`src/verilog/slrf_pkg.sv`:
```
// Constants and types shared by the serial link receiver framer
package slrf_pkg;
  localparam int AXI_AW = 4;
  localparam logic [AXI_AW-1:0] CTRL_OFF = 4'h0;
  localparam logic [AXI_AW-1:0] STAT_OFF = 4'h4;
  localparam logic [1:0] RESP_OKAY = 2'h0;
  localparam logic [1:0] RESP_SLVERR = 2'h2;
  localparam logic [3:0] BIT_LAST = 4'h9;
  localparam logic [3:0] CLK_HIGH_BITS = 4'h5;
  localparam int REFRAME_BYTES = 2048;
  localparam logic [10:0] RF_LAST = 11'(REFRAME_BYTES - 1);
  localparam int LOOP_BYTES = 511;
  localparam logic [8:0] LOOP_LAST = 9'(LOOP_BYTES - 1);
  localparam logic [8:0] LFSR_SEED = 9'h001;
  localparam logic [9:0] COMMA_NEG = 10'h0fa;
  localparam logic [9:0] COMMA_POS = 10'h305;
  localparam logic [7:0] NULL_BYTE = 8'hbc;
  localparam logic [7:0] START_BYTE = 8'h00;
  localparam logic [5:0] K28_NEG = 6'h0f;
  localparam logic [3:0] ALT7_NEG = 4'h7;
  localparam logic [5:0] TAB6 [32] = '{
    6'h27, 6'h1d, 6'h2d, 6'h31, 6'h35, 6'h29, 6'h19, 6'h38,
    6'h39, 6'h25, 6'h15, 6'h34, 6'h0d, 6'h2c, 6'h1c, 6'h17,
    6'h1b, 6'h23, 6'h13, 6'h32, 6'h0b, 6'h2a, 6'h1a, 6'h3a,
    6'h33, 6'h26, 6'h16, 6'h36, 6'h0e, 6'h2e, 6'h1e, 6'h2b};
  localparam logic [3:0] TAB4 [8] = '{
    4'hb, 4'h9, 4'h5, 4'hc, 4'hd, 4'ha, 4'h6, 4'he};

  typedef enum logic [1:0] {MODE_ENC, MODE_RAW, MODE_TEST} slrf_mode_t;
  typedef enum logic [1:0] {ST_IDLE, ST_WAIT, ST_RUN} slrf_st_t;

  typedef struct packed {
    logic status_tie;
    logic selftest_en_n;
    logic reframe_en;
    logic input_select;
    slrf_mode_t mode;
  } slrf_ctrl_t;

  localparam slrf_ctrl_t CTRL_RESET = '{1'b0, 1'b1, 1'b1, 1'b1, MODE_ENC};

  typedef struct packed {
    logic kind;
    logic viol;
    logic [7:0] data;
  } slrf_dec_t;

  typedef struct packed {
    logic ready_n;
    logic kind;
    logic viol;
    logic [7:0] data;
  } slrf_out_t;
endpackage

```
`src/verilog/slrf_rx_framer.sv`:
```
// Receive framer, decoder, self-test checker and register slave
//
// The AXI4-Lite register port and the register addresses were decided locally.
`timescale 1ns/1ps
module slrf_rx_framer #(
  parameter int ERR_W = 16
) (
  input wire logic mclk,
  input wire logic rst_n,
  input wire logic ce,
  input wire logic serial_in_a,
  input wire logic serial_in_b,
  input wire logic serial_in_b_n,
  input wire logic status_in,
  output logic status_out,
  output logic recovered_byte_clock,
  output logic [7:0] parallel_out,
  output logic char_kind_flag,
  output logic violation_flag,
  output logic out_ready_n,
  input wire logic [slrf_pkg::AXI_AW-1:0] s_axi_awaddr,
  input wire logic s_axi_awvalid,
  output logic s_axi_awready,
  input wire logic [31:0] s_axi_wdata,
  input wire logic [3:0] s_axi_wstrb,
  input wire logic s_axi_wvalid,
  output logic s_axi_wready,
  output logic [1:0] s_axi_bresp,
  output logic s_axi_bvalid,
  input wire logic s_axi_bready,
  input wire logic [slrf_pkg::AXI_AW-1:0] s_axi_araddr,
  input wire logic s_axi_arvalid,
  output logic s_axi_arready,
  output logic [31:0] s_axi_rdata,
  output logic [1:0] s_axi_rresp,
  output logic s_axi_rvalid,
  input wire logic s_axi_rready
);
  import slrf_pkg::*;

  slrf_ctrl_t ctrl_q;
  logic [3:0] sync1_q;
  logic [3:0] sync2_q;
  logic tclk_prev_q;
  logic status_q;
  logic [9:0] sh_q;
  logic [9:0] sh_d;
  logic [3:0] bit_cnt_q;
  logic [3:0] bit_cnt_d;
  logic rck_q;
  logic [10:0] rf_cnt_q;
  logic dbl_q;
  logic prev_comma_q;
  slrf_st_t st_q;
  logic [8:0] lfsr_q;
  logic [8:0] loop_cnt_q;
  logic [ERR_W-1:0] err_cnt_q;
  slrf_out_t out_q;
  slrf_out_t out_d;
  slrf_out_t out_p_q;
  logic stb_q;
  slrf_dec_t dec;
  logic line_bit;
  logic b_data;
  logic bit_en;
  logic comma_hit;
  logic realign;
  logic sym_stb;
  logic is_null;
  logic [7:0] expect_byte;
  logic st_match;
  logic aw_have_q;
  logic w_have_q;
  logic [AXI_AW-1:0] awaddr_q;
  logic [31:0] wdata_q;
  logic wstrb0_q;
  logic bvalid_q;
  logic [1:0] bresp_q;
  logic rvalid_q;
  logic [1:0] rresp_q;
  logic [31:0] rdata_q;
  logic do_write;
  logic [31:0] stat_word;

  // Symbol decoder: 6b and 4b lookup, direct codes before complements
  function automatic slrf_dec_t decode(input logic [9:0] s);
    slrf_dec_t r;
    logic hit6;
    logic hit4;
    logic alt4;
    r = '0;
    hit6 = 1'b0;
    hit4 = 1'b0;
    alt4 = (s[3:0] == ALT7_NEG) || (s[3:0] == ~ALT7_NEG);
    for (int i = 0; i < 32; i++) begin
      if (!hit6 && s[9:4] == TAB6[i]) begin
        hit6 = 1'b1;
        r.data[4:0] = 5'(i);
      end
    end
    for (int i = 0; i < 32; i++) begin
      if (!hit6 && s[9:4] == ~TAB6[i]) begin
        hit6 = 1'b1;
        r.data[4:0] = 5'(i);
      end
    end
    if (s[9:4] == K28_NEG || s[9:4] == ~K28_NEG) begin
      hit6 = 1'b1;
      r.data[4:0] = 5'h1c;
      r.kind = 1'b1;
    end
    for (int i = 0; i < 8; i++) begin
      if (!hit4 && s[3:0] == TAB4[i]) begin
        hit4 = 1'b1;
        r.data[7:5] = 3'(i);
      end
    end
    for (int i = 0; i < 8; i++) begin
      if (!hit4 && s[3:0] == ~TAB4[i]) begin
        hit4 = 1'b1;
        r.data[7:5] = 3'(i);
      end
    end
    if (alt4) begin
      hit4 = 1'b1;
      r.data[7:5] = 3'h7;
      if (r.data[4:0] == 5'h17 || r.data[4:0] == 5'h1b ||
          r.data[4:0] == 5'h1d || r.data[4:0] == 5'h1e) begin
        r.kind = 1'b1;
      end
    end
    r.viol = !(hit6 && hit4);
    return r;
  endfunction

  // Two-stage synchroniser for the line and status pin inputs
  always_ff @(posedge mclk) begin
    if (!rst_n) begin
      sync1_q <= 4'h0;
      sync2_q <= 4'h0;
    end else if (ce) begin
      sync1_q <= {status_in, serial_in_b_n, serial_in_b, serial_in_a};
      sync2_q <= sync1_q;
    end
  end

  // Status translation, or held high when the pair is differential
  always_ff @(posedge mclk) begin
    if (!rst_n) begin
      status_q <= 1'b0;
    end else if (ce) begin
      status_q <= ctrl_q.status_tie ? 1'b1 : sync2_q[3];
    end
  end
  assign status_out = status_q;

  // Line input selection and bit enable
  assign b_data = ctrl_q.status_tie ? (sync2_q[1] & ~sync2_q[2])
                                    : sync2_q[1];
  assign line_bit = (ctrl_q.mode == MODE_TEST || ctrl_q.input_select) ?
                    sync2_q[0] : b_data;
  assign bit_en = ce && ((ctrl_q.mode == MODE_TEST) ?
                  (sync2_q[1] && !tclk_prev_q) : 1'b1);

  // Edge detector state for the external test bit clock
  always_ff @(posedge mclk) begin
    if (!rst_n) begin
      tclk_prev_q <= 1'b0;
    end else if (ce) begin
      tclk_prev_q <= sync2_q[1];
    end
  end

  // Comma detection and boundary decision
  assign sh_d = {sh_q[8:0], line_bit};
  assign comma_hit = (sh_d == COMMA_NEG) || (sh_d == COMMA_POS);
  assign realign = ctrl_q.reframe_en && comma_hit &&
                   (!dbl_q || prev_comma_q);
  assign sym_stb = bit_en && (bit_cnt_q == BIT_LAST || realign);
  assign bit_cnt_d = sym_stb ? 4'h0 : bit_cnt_q + 4'h1;

  // Deserialiser and byte counter
  always_ff @(posedge mclk) begin
    if (!rst_n) begin
      sh_q <= 10'h000;
      bit_cnt_q <= 4'h0;
    end else if (bit_en) begin
      sh_q <= sh_d;
      bit_cnt_q <= bit_cnt_d;
    end
  end

  // Byte clock drops at each strobe so a mid-byte realign still rises
  always_ff @(posedge mclk) begin
    if (!rst_n) begin
      rck_q <= 1'b0;
    end else if (sym_stb) begin
      rck_q <= 1'b0;
    end else if (ce && stb_q) begin
      rck_q <= 1'b1;
    end else if (bit_en && bit_cnt_d > CLK_HIGH_BITS) begin
      rck_q <= 1'b0;
    end
  end
  assign recovered_byte_clock = rck_q;

  // Reframe byte count, double-byte framing and comma history
  always_ff @(posedge mclk) begin
    if (!rst_n) begin
      rf_cnt_q <= 11'h000;
      dbl_q <= 1'b0;
      prev_comma_q <= 1'b0;
    end else if (ce && !ctrl_q.reframe_en) begin
      rf_cnt_q <= 11'h000;
      dbl_q <= 1'b0;
    end else if (sym_stb) begin
      prev_comma_q <= comma_hit;
      if (rf_cnt_q == RF_LAST) begin
        dbl_q <= 1'b1;
      end else begin
        rf_cnt_q <= rf_cnt_q + 11'h001;
      end
    end
  end

  // Self-test expectation for the current loop position
  assign dec = decode(sh_d);
  assign expect_byte = (loop_cnt_q == 9'h000) ? START_BYTE : lfsr_q[7:0];
  assign st_match = !dec.viol && !dec.kind && dec.data == expect_byte;

  // Self-test sequencer: wait for start byte, then run the loop
  always_ff @(posedge mclk) begin
    if (!rst_n) begin
      st_q <= ST_IDLE;
      lfsr_q <= LFSR_SEED;
      loop_cnt_q <= 9'h000;
    end else if (ce && ctrl_q.selftest_en_n) begin
      st_q <= ST_IDLE;
    end else if (ce) begin
      case (st_q)
        ST_IDLE: begin
          st_q <= ST_WAIT;
        end
        ST_WAIT: begin
          if (sym_stb && !dec.viol && !dec.kind && dec.data == START_BYTE) begin
            st_q <= ST_RUN;
            lfsr_q <= LFSR_SEED;
            loop_cnt_q <= 9'h001;
          end
        end
        ST_RUN: begin
          if (sym_stb && loop_cnt_q == LOOP_LAST) begin
            loop_cnt_q <= 9'h000;
            lfsr_q <= LFSR_SEED;
          end else if (sym_stb) begin
            loop_cnt_q <= loop_cnt_q + 9'h001;
            if (loop_cnt_q != 9'h000) begin
              lfsr_q <= {lfsr_q[7:0], lfsr_q[8] ^ lfsr_q[4]};
            end
          end
        end
        default: begin
          st_q <= ST_IDLE;
        end
      endcase
    end
  end

  // Saturating self-test mismatch counter
  always_ff @(posedge mclk) begin
    if (!rst_n || (ce && st_q != ST_RUN)) begin
      err_cnt_q <= '0;
    end else if (sym_stb && !st_match && err_cnt_q != '1) begin
      err_cnt_q <= err_cnt_q + 1'b1;
    end
  end

  // Output word selection per mode
  assign is_null = (ctrl_q.mode == MODE_RAW) ? comma_hit :
                   (dec.kind && dec.data == NULL_BYTE);
  always_comb begin
    out_d.ready_n = is_null;
    out_d.kind = dec.kind;
    out_d.viol = dec.viol;
    out_d.data = dec.data;
    if (ctrl_q.mode == MODE_RAW) begin
      out_d.data = sh_d[8:1];
      out_d.kind = sh_d[9];
      out_d.viol = sh_d[0];
    end else if (st_q == ST_RUN) begin
      out_d.viol = !st_match;
      out_d.ready_n = (loop_cnt_q == LOOP_LAST);
    end
  end

  // Output word staged at the strobe, shown as the byte clock rises
  always_ff @(posedge mclk) begin
    if (!rst_n) begin
      stb_q <= 1'b0;
      out_p_q <= '{1'b1, 1'b0, 1'b0, 8'h00};
      out_q <= '{1'b1, 1'b0, 1'b0, 8'h00};
    end else if (ce) begin
      stb_q <= sym_stb;
      if (sym_stb) begin
        out_p_q <= out_d;
      end
      if (stb_q) begin
        out_q <= out_p_q;
      end
    end
  end
  assign parallel_out = out_q.data;
  assign char_kind_flag = out_q.kind;
  assign violation_flag = out_q.viol;
  assign out_ready_n = out_q.ready_n;

  // Register bus: write address and data taken in either order
  assign s_axi_awready = ce && !aw_have_q;
  assign s_axi_wready = ce && !w_have_q;
  assign do_write = ce && aw_have_q && w_have_q && !bvalid_q;
  always_ff @(posedge mclk) begin
    if (!rst_n) begin
      aw_have_q <= 1'b0;
      w_have_q <= 1'b0;
      awaddr_q <= '0;
      wdata_q <= 32'h0000_0000;
      wstrb0_q <= 1'b0;
    end else if (do_write) begin
      aw_have_q <= 1'b0;
      w_have_q <= 1'b0;
    end else if (ce) begin
      if (s_axi_awvalid && !aw_have_q) begin
        aw_have_q <= 1'b1;
        awaddr_q <= s_axi_awaddr;
      end
      if (s_axi_wvalid && !w_have_q) begin
        w_have_q <= 1'b1;
        wdata_q <= s_axi_wdata;
        wstrb0_q <= s_axi_wstrb[0];
      end
    end
  end

  // Control register update and write response
  always_ff @(posedge mclk) begin
    if (!rst_n) begin
      ctrl_q <= CTRL_RESET;
      bvalid_q <= 1'b0;
      bresp_q <= RESP_OKAY;
    end else if (do_write) begin
      bvalid_q <= 1'b1;
      bresp_q <= (awaddr_q[AXI_AW-1:2] == CTRL_OFF[AXI_AW-1:2] ||
                  awaddr_q[AXI_AW-1:2] == STAT_OFF[AXI_AW-1:2]) ?
                 RESP_OKAY : RESP_SLVERR;
      if (awaddr_q[AXI_AW-1:2] == CTRL_OFF[AXI_AW-1:2] && wstrb0_q) begin
        ctrl_q <= slrf_ctrl_t'(wdata_q[5:0]);
      end
    end else if (ce && bvalid_q && s_axi_bready) begin
      bvalid_q <= 1'b0;
    end
  end
  assign s_axi_bvalid = bvalid_q;
  assign s_axi_bresp = bresp_q;

  // Read channel: one word per request, unmapped reads zero with error
  assign stat_word = {err_cnt_q, 3'h0, (st_q == ST_RUN), dbl_q,
                      out_q.ready_n, out_q.viol, out_q.kind, out_q.data};
  assign s_axi_arready = ce && !rvalid_q;
  always_ff @(posedge mclk) begin
    if (!rst_n) begin
      rvalid_q <= 1'b0;
      rresp_q <= RESP_OKAY;
      rdata_q <= 32'h0000_0000;
    end else if (ce && s_axi_arvalid && !rvalid_q) begin
      rvalid_q <= 1'b1;
      rresp_q <= RESP_OKAY;
      if (s_axi_araddr[AXI_AW-1:2] == CTRL_OFF[AXI_AW-1:2]) begin
        rdata_q <= {26'h0, ctrl_q};
      end else if (s_axi_araddr[AXI_AW-1:2] == STAT_OFF[AXI_AW-1:2]) begin
        rdata_q <= stat_word;
      end else begin
        rdata_q <= 32'h0000_0000;
        rresp_q <= RESP_SLVERR;
      end
    end else if (ce && rvalid_q && s_axi_rready) begin
      rvalid_q <= 1'b0;
    end
  end
  assign s_axi_rvalid = rvalid_q;
  assign s_axi_rresp = rresp_q;
  assign s_axi_rdata = rdata_q;

  // Checks on framing, mapping and handshake timing
  out_hold_a: assert property (@(posedge mclk) disable iff (!rst_n)
    $changed(out_q) |-> $past(stb_q))
    else $error("output changed outside a symbol strobe");
  rck_edge_a: assert property (@(posedge mclk) disable iff (!rst_n)
    $changed(out_q) |-> $rose(rck_q))
    else $error("output changed without byte clock rise");
  raw_map_a: assert property (@(posedge mclk) disable iff (!rst_n)
    (sym_stb && ctrl_q.mode == MODE_RAW) |=> ##1
      (out_q.data == $past(sh_d[8:1], 2) &&
       out_q.kind == $past(sh_d[9], 2) &&
       out_q.viol == $past(sh_d[0], 2)))
    else $error("raw mode bits misplaced");
  null_skip_a: assert property (@(posedge mclk) disable iff (!rst_n)
    (sym_stb && ctrl_q.mode == MODE_ENC && st_q != ST_RUN &&
     sh_d == COMMA_NEG) |=> ##1 (out_q.ready_n && out_q.kind &&
                                 out_q.data == NULL_BYTE))
    else $error("null character not decoded or ready pulsed");
  data_ready_a: assert property (@(posedge mclk) disable iff (!rst_n)
    (sym_stb && ctrl_q.mode == MODE_ENC && st_q != ST_RUN && !is_null) |=>
      ##1 !out_q.ready_n)
    else $error("ready missing for data byte");
  reframe_a: assert property (@(posedge mclk) disable iff (!rst_n)
    (bit_en && ctrl_q.reframe_en && !dbl_q && comma_hit) |=>
      (bit_cnt_q == 4'h0 && sh_q == $past(sh_d)))
    else $error("comma did not realign the byte boundary");
  free_run_a: assert property (@(posedge mclk) disable iff (!rst_n)
    (bit_en && !ctrl_q.reframe_en && bit_cnt_q != BIT_LAST) |=>
      bit_cnt_q == $past(bit_cnt_q) + 4'h1)
    else $error("byte counter disturbed with reframing off");
  dbl_mode_a: assert property (@(posedge mclk) disable iff (!rst_n)
    (sym_stb && ctrl_q.reframe_en && rf_cnt_q == RF_LAST) |=> dbl_q)
    else $error("double-byte framing not entered");
  test_pass_a: assert property (@(posedge mclk) disable iff (!rst_n)
    (sym_stb && ctrl_q.mode == MODE_ENC && st_q == ST_RUN && st_match) |=>
      ##1 !out_q.viol)
    else $error("matching self-test byte flagged");
  loop_end_a: assert property (@(posedge mclk) disable iff (!rst_n)
    (sym_stb && ctrl_q.mode == MODE_ENC && st_q == ST_RUN) |=>
      ##1 (out_q.ready_n == ($past(loop_cnt_q, 2) == LOOP_LAST)))
    else $error("self-test ready level wrong");
  test_clk_a: assert property (@(posedge mclk) disable iff (!rst_n)
    (ctrl_q.mode == MODE_TEST && bit_en) |-> $rose(sync2_q[1]))
    else $error("test mode bit taken without test clock edge");
  status_a: assert property (@(posedge mclk) disable iff (!rst_n)
    (ce && !ctrl_q.status_tie) |=> status_out == $past(sync2_q[3]))
    else $error("status output does not follow status input");
endmodule

```
`config.mk`:
```
export PLATFORM = sky130hd
export DESIGN_NAME = slrf_rx_framer
export DESIGN_NICKNAME = d
export VERILOG_FILES = /design/src/verilog/slrf_pkg.sv /design/src/verilog/slrf_rx_framer.sv
export SDC_FILE = /design/constraint.sdc
export NUM_CORES = 1
export LEC_CHECK = 0
export ABC_CLOCK_PERIOD_IN_PS = 6200
export BUFFER_PORTS_ARGS = -buffer_cell sky130_fd_sc_hd__buf_4
export CAP_MARGIN = 5
export CORE_AREA = 2 2 133 135
export CTS_BUF_LIST = sky130_fd_sc_hd__clkbuf_8
export CTS_CLUSTER_SIZE = 14
export DETAILED_ROUTE_END_ITERATION = 16
export DIE_AREA = 0 0 135 137
export SYNTH_ARGS = -nofsm -noshare
export SYNTH_HDL_FRONTEND = slang
export SYNTH_SLANG_ARGS = --single-unit
```
`constraint.sdc`:
```
create_clock -name mclk -period 6.2 [get_ports mclk]
set_clock_uncertainty 0.1 [all_clocks]
set_input_delay 0.93 -clock mclk [delete_from_list [all_inputs] [get_ports mclk]]
set_output_delay 0.93 -clock mclk [all_outputs]
set_load 0.01 [all_outputs]
```
==> impl_metrics.ini, run 1 <==
[setup_path]
arrival_ns = 4.50
critPathMaxFanout = 33
path_class = reg -> reg
reg2reg_depth = 9
slowest_delay_ns = 1.00
required_ns = 6.49
rr_endpoint = err_cnt_q[13]
r2r-start = sh_q[5]
start_kind = flop
cp_cell_sequence = inv_1 -> a31oi_1 -> a31oi_1 -> o211ai_1 -> or3b_2 -> nor4_1 -> o311a_1 -> o21ai_0 -> a21oi_1
crit_top_cell = a31oi_1
reg2reg_slack_ns = 1.98
critical_path.slowest_cell = o311a_1
worstSetupEndpointType = flop

[grt]
grt_pass1_wl_um = 31000
grt_remaining_overflow = 0
grt_pass1_vias = 6077
gr-usage-all-layers = 0.207
grt_max_degree = 77
antenna_found_initial = 0

[timing]
drv_slew = 0
period_share = 0.680
finalHoldViolations = 0
worst_pin_slew_ns = 1.17
relSlewSlack = 0.222
tns_ns = 0
fmax_ghz = 0.237
finalCriticalPeriod_ns = 4.22
setup_viol = 0
grt_setup_unrepaired = no

[power]
pwr-share-seq = 0.521
internal-power_mw = 1.30
p_leak_nw = 3.19
combPwrFrac = 0.060
switching_share = 0.293
powerDensity_nw_per_um2 = 216
peakVddDrop_uv = 129
p_clk_frac = 0.419
switching_power_uw = 539

[place]
gp_congestion = 0.846
numPortBuffers = 71
dp.cells = 1188
hpwl_um = 12700

[clocking]
cts_root_buffer = clkbuf_8
holdBufCountCts = 0
cts_buffer_depth = 2
cts_max_level = 4
numClockSinks = 146
cts.clk_slew.worst_paths_ns = 0.10
post_cts_buffers = 0
clk_latency_ns = 0.47
cts_resized = 0
cts_inserted_buffers = 17
cts_tree = done

[detailed_routing]
wirelength_um = 19100
drc_errors = 0
wl_per_cell_um = 15.6
via_per_inst = 5.61
drt_iter0_drc = 565
vias = 6850
ant_nets = 0
dr.pass1.iters = 5

[die]
ios = 110
die_h_um = 137
fp.dieW_um = 135
row_count = 48
die_area_um2 = 18500
start_util = 0.444
coreArea_um2 = 17100

[synthesis]
post_synth_instance_area_um2 = 7580
synth_top_area_cell = dfxtp_1
async_flop_share = 0
synth_seq_cells = 146
yosys-top-cells-area = dfxtp_1, a21oi_1, nand2_1, mux2i_1, nor2_1
ys_dominant_reg_cell = dfxtp_1
synthCells = 961
syn_avg_cell_area_um2 = 7.89
synth-seq-area-share = 0.386
yosys.area.top_type_share = 0.386
yosysWarnings = 0
synth_cell_types = 70
synth_edf_count = 0

[flow_run]
drv_cap = 0

[min_path]
min_to = parallel_out[7]
hp-start = out_p_q[7]
whs_path_depth = 2
hold_path.class = reg -> reg

[layout]
nNetsFinal = 1048
layout-drive-gt1-share = 0.135
layout.cells.non_filler = 1220
area_growth_pct = 12.4
nFillCells = 1727
n_antenna_cell = 0

[status]
outcome = finished clean
==> flip-flops by register name, indices dropped and copies added (netlist names), 2 cells and up <==
register,cells
parallel_out,8
sync1_q,4
s_axi_rdata,29
err_cnt_q,16
ctrl_q,6
loop_cnt_q,9
wdata_q,6
st_q,2
rf_cnt_q,11
sh_q,9
sync2_q,4
lfsr_q,9
out_p_q,11
awaddr_q,2
bit_cnt_q,4
==> critical path, delay by kind of cell (launching register included) <==
| kind | cells | cell delay [ns] |
|---|---|---|
| flip-flops | 1 | 0.93 |
| AO/OA/AOI/OAI | 6 | 2.08 |
| buffers and inverters | 1 | 0.36 |
| AND/OR/NAND/NOR | 2 | 0.66 |
==> placed cells by master, fill, tap and decap left out, drive strengths merged, types with 4 or more instances in the layout <==
| master | count |
|---|---|
| dfxtp | 146 |
| clkbuf | 17 |
| nand2 | 128 |
| inv | 29 |
| or2 | 8 |
| o211ai | 14 |
| xor2 | 6 |
| nor4 | 6 |
| a31oi | 11 |
| and2 | 6 |
| and3 | 9 |
| nand3 | 50 |
| a21oi | 104 |
| mux2i | 33 |
| o211a | 6 |
| nand4 | 10 |
| o22ai | 4 |
| nor3b | 5 |
| nor2 | 80 |
| ha | 10 |
| a22o | 8 |
| o21ai | 46 |
| a211oi | 12 |
| nor2b | 22 |
| nor3 | 22 |
| nor4b | 4 |
| xnor2 | 10 |
| or4 | 10 |
| nand2b | 13 |
| o311a | 4 |
| or3 | 11 |
| conb | 5 |
| a21boi | 10 |
| o31ai | 9 |
| clkinv | 6 |
| buf | 77 |
| nand3b | 9 |
==> synthesized netlist by cell type, drive strengths merged (6+ instances only) <==
library cell,count
o31ai,9
a211oi,12
nand2,128
nor2,80
dfxtp,146
nand2b,13
buf,27
nor2b,22
a21oi,104
clkbuf,52
xor2,6
or2,8
nand3b,9
nand3,50
ha,10
and3,9
inv,20
or3,11
or4,10
o21ai,46
nor3,22
o211a,6
nand4,10
a22o,8
o211ai,14
and2,6
xnor2,10
mux2i,33
nor4,6
a31oi,11
a21boi,10
==> final cells by class <==
type	count	area (um2)	area share
well taps	225	282	0.0330
flip-flops and latches	146	2920	0.343
multi-input cells	719	4250	0.498
clock buffers	17	234	0.0275
repair buffers	77	578	0.0678
clock inverters	15	180	0.0211
inverters	21	78.8	0.00925
==> worst max-delay path by stage <==
| stage | startpoint | endpoint | slack, ns | cells past startpoint |
|---|---|---|---|---|
| 3_5_place_dp | sh_q[5] | err_cnt_q[11] | 2.04 | 9 |
| 2_1_floorplan | sh_q[5] | st_q[0] | 3.16 | 11 |
| 3_3_place_gp | sh_q[5] | err_cnt_q[6] | 2.05 | 9 |
| 4_1_cts | sh_q[5] | err_cnt_q[13] | 2.02 | 9 |
| 5_1_grt | sh_q[5] | err_cnt_q[5] | 1.58 | 9 |
| 6_report | sh_q[5] | err_cnt_q[13] | 1.98 | 9 |
==> metal layers <==
| layer | vias to the layer above | share of wire | global-route usage |
|---|---|---|---|
| met4 | 0 | 0.013 | 0.0637 |
| li1 | 3459 | - | - |
| met3 | 18 | 0.032 | 0.0356 |
| met2 | 145 | 0.47 | 0.331 |
| met5 | - | 0 | 0 |
| met1 | 3228 | 0.49 | 0.286 |
==> power groups by stage <==
stage          registers, mW  logic (mW)  clock network, mW
2_1_floorplan          0.977      0.0785                  0
3_3_place_gp           0.980       0.110                  0
3_5_place_dp           0.980       0.110                  0
4_1_cts                0.958       0.111              0.789
5_1_grt                0.960       0.122              0.825
6_report               0.958       0.110              0.771
==> logic make-up after synthesis <==
group / after synthesis / synth area share
other: 1 / 0.000495
XOR/XNOR: 16 / 0.0185
AO/OA/AOI/OAI: 255 / 0.218
buffers and inverters: 100 / 0.0564
adder cells (fa/ha/maj): 10 / 0.0165
flip-flops: 146 / 0.386
AND/OR/NAND/NOR: 400 / 0.261
multiplexers: 33 / 0.0436
==> stage by stage <==
step	setup WS (ns)	area, um2	total power, mW	utilization	hold slack (ns)
floorplan	3.16	7600	1.06	-	0.332
global placement	2.05	8110	1.09	0.475	0.340
detailed placement	2.04	8110	1.09	0.475	0.344
CTS	2.02	8520	1.86	0.500	0.347
global route	1.58	8520	1.91	0.500	0.371
finish	1.98	8520	1.84	0.500	0.353
(Power assumes the default switching activity.)
==> inputs of run 2 (changes only) <==
--- a/config.mk
+++ b/config.mk
@@ -5,7 +5,7 @@
 export SDC_FILE = /design/constraint.sdc
 export NUM_CORES = 1
 export LEC_CHECK = 0
-export ABC_CLOCK_PERIOD_IN_PS = 6200
+export ABC_CLOCK_PERIOD_IN_PS = 4250
 export BUFFER_PORTS_ARGS = -buffer_cell sky130_fd_sc_hd__buf_4
 export CAP_MARGIN = 5
 export CORE_AREA = 2 2 133 135
==> constraint.sdc (replaced) <==
create_clock -name mclk -period 4.25 [get_ports mclk]
set_clock_uncertainty 0.1 [all_clocks]
set_input_delay 0.6375 -clock mclk [delete_from_list [all_inputs] [get_ports mclk]]
set_output_delay 0.6375 -clock mclk [all_outputs]
set_load 0.01 [all_outputs]
==> impl_metrics.ini, run 2 (synthesis gave the netlist of run 1 again) <==
[layout]
nFillCells = 1703
nNetsFinal = 1071
largest_reg_flops = 29
layout-drive-gt1-share = 0.153
final_common_cell = dfxtp_1
n_antenna_cell = 0
area_growth_pct = 14.1
seq_area_um2 = 2920
layout_common_cells = dfxtp_1, nand2_1, a21oi_1
multi_input_area_um2 = 4250

[timing]
fmax_ghz = 0.272
relSlewSlack = 0.415
finalCriticalPeriod_ns = 3.68
period_share = 0.865
setup_viol = 0
worst_pin_slew_ns = 0.876
drv_slew = 0
hold_ws_ns = 0.305
finalHoldViolations = 0
tns_ns = 0
setup_slack_ns = 0.573
grt_setup_unrepaired = no

[place]
gp_congestion = 0.874
pre_cts_ws_ns = 0.631
hpwl_um = 13200
numPortBuffers = 71

[clocking]
cts_root_buffer = clkbuf_8
cts.clk_slew.worst_paths_ns = 0.10
cts_inserted_buffers = 17
holdBufCountCts = 0
cts_max_level = 4
clk_latency_ns = 0.47
cts_tree = done
cts_resized = 0
cts_buffer_depth = 2
post_cts_buffers = 0
numClockSinks = 146

[die]
coreArea_um2 = 17100
fp.dieW_um = 135
ios = 110
die_area_um2 = 18500
row_count = 48
start_util = 0.444
die_h_um = 137

[detailed_routing]
vias = 6847
dr.pass1.iters = 5
wirelength_um = 18900
drt_iter0_drc = 424
ant_nets = 0
wl_per_cell_um = 15.2
via_per_inst = 5.51
drc_errors = 0

[setup_path]
critPathMaxFanout = 20
arrival_ns = 3.96
required_ns = 4.53
start_kind = flop
path_class = reg -> reg
worstSetupEndpointType = flop

[power]
peakVddDrop_uv = 194
p_leak_nw = 3.28
powerDensity_nw_per_um2 = 296

[flow_run]
drv_cap = 0

[grt]
grt_pass1_vias = 6133
grt_pass1_wl_um = 30900
grt_remaining_overflow = 0
grt_max_degree = 44
gr-usage-all-layers = 0.206
antenna_found_initial = 0

[min_path]
hold_path.class = in -> reg

[status]
outcome = finished clean
[run 2: through the flow]
step	instances	utilization	cell area, um2	power [mW]
floorplan	965	-	7600	1.54
global placement	1211	0.486	8290	1.59
detailed placement	1211	0.486	8290	1.59
CTS	1243	0.507	8650	2.60
global route	1243	0.507	8650	2.67
finish	1243	0.507	8650	2.56
[run 2: critical path, cell delays in order (launching register included)]
cell      delay, ns
dfxtp_1        0.55
or2_2          0.47
o22a_1         0.21
o211ai_1       0.61
nor4b_1        0.64
a21oi_2        0.27
nor2_1         0.44
nand3_1        0.13
a21oi_1        0.16
[run 2: power breakdown]
part           total [mW]  internal [mW]  switching, mW
sequential           1.40           1.38         0.0133
combinational       0.163         0.0620          0.101
clock                1.01          0.418          0.587
[run 2: final timing paths]
check | from | to | slack [ns] | depth (start not counted)
worst max-delay path | sh_q[5] | loop_cnt_q[5] | 0.57 | 8
worst min register to register | out_p_q[0] | parallel_out[0] | 0.35 | 2
worst min-delay path | s_axi_wdata[5] | wdata_q[5] | 0.30 | 3
worst max register to register | sh_q[5] | loop_cnt_q[5] | 0.57 | 8
[run 2: final cells by class]
class,instances,area share
Timing Repair Buffer,100,0.0882
Tap cell,225,0.0325
Clock buffer,17,0.0270
Clock inverter,15,0.0146
Inverter,21,0.00911
Sequential cell,146,0.338
Multi-Input combinational cell,719,0.491
[run 2: per-layer routing]
| layer | vias up | routed length (um) | global-route usage | part of all wire |
|---|---|---|---|---|
| met2 | 138 | 8840 | 0.333 | 0.47 |
| met3 | 16 | 740 | 0.0437 | 0.039 |
| met5 | - | 0 | 0 | 0 |
| met4 | 0 | 157 | 0.0509 | 0.0083 |
| met1 | 3193 | 9140 | 0.281 | 0.48 |
| li1 | 3500 | - | - | - |
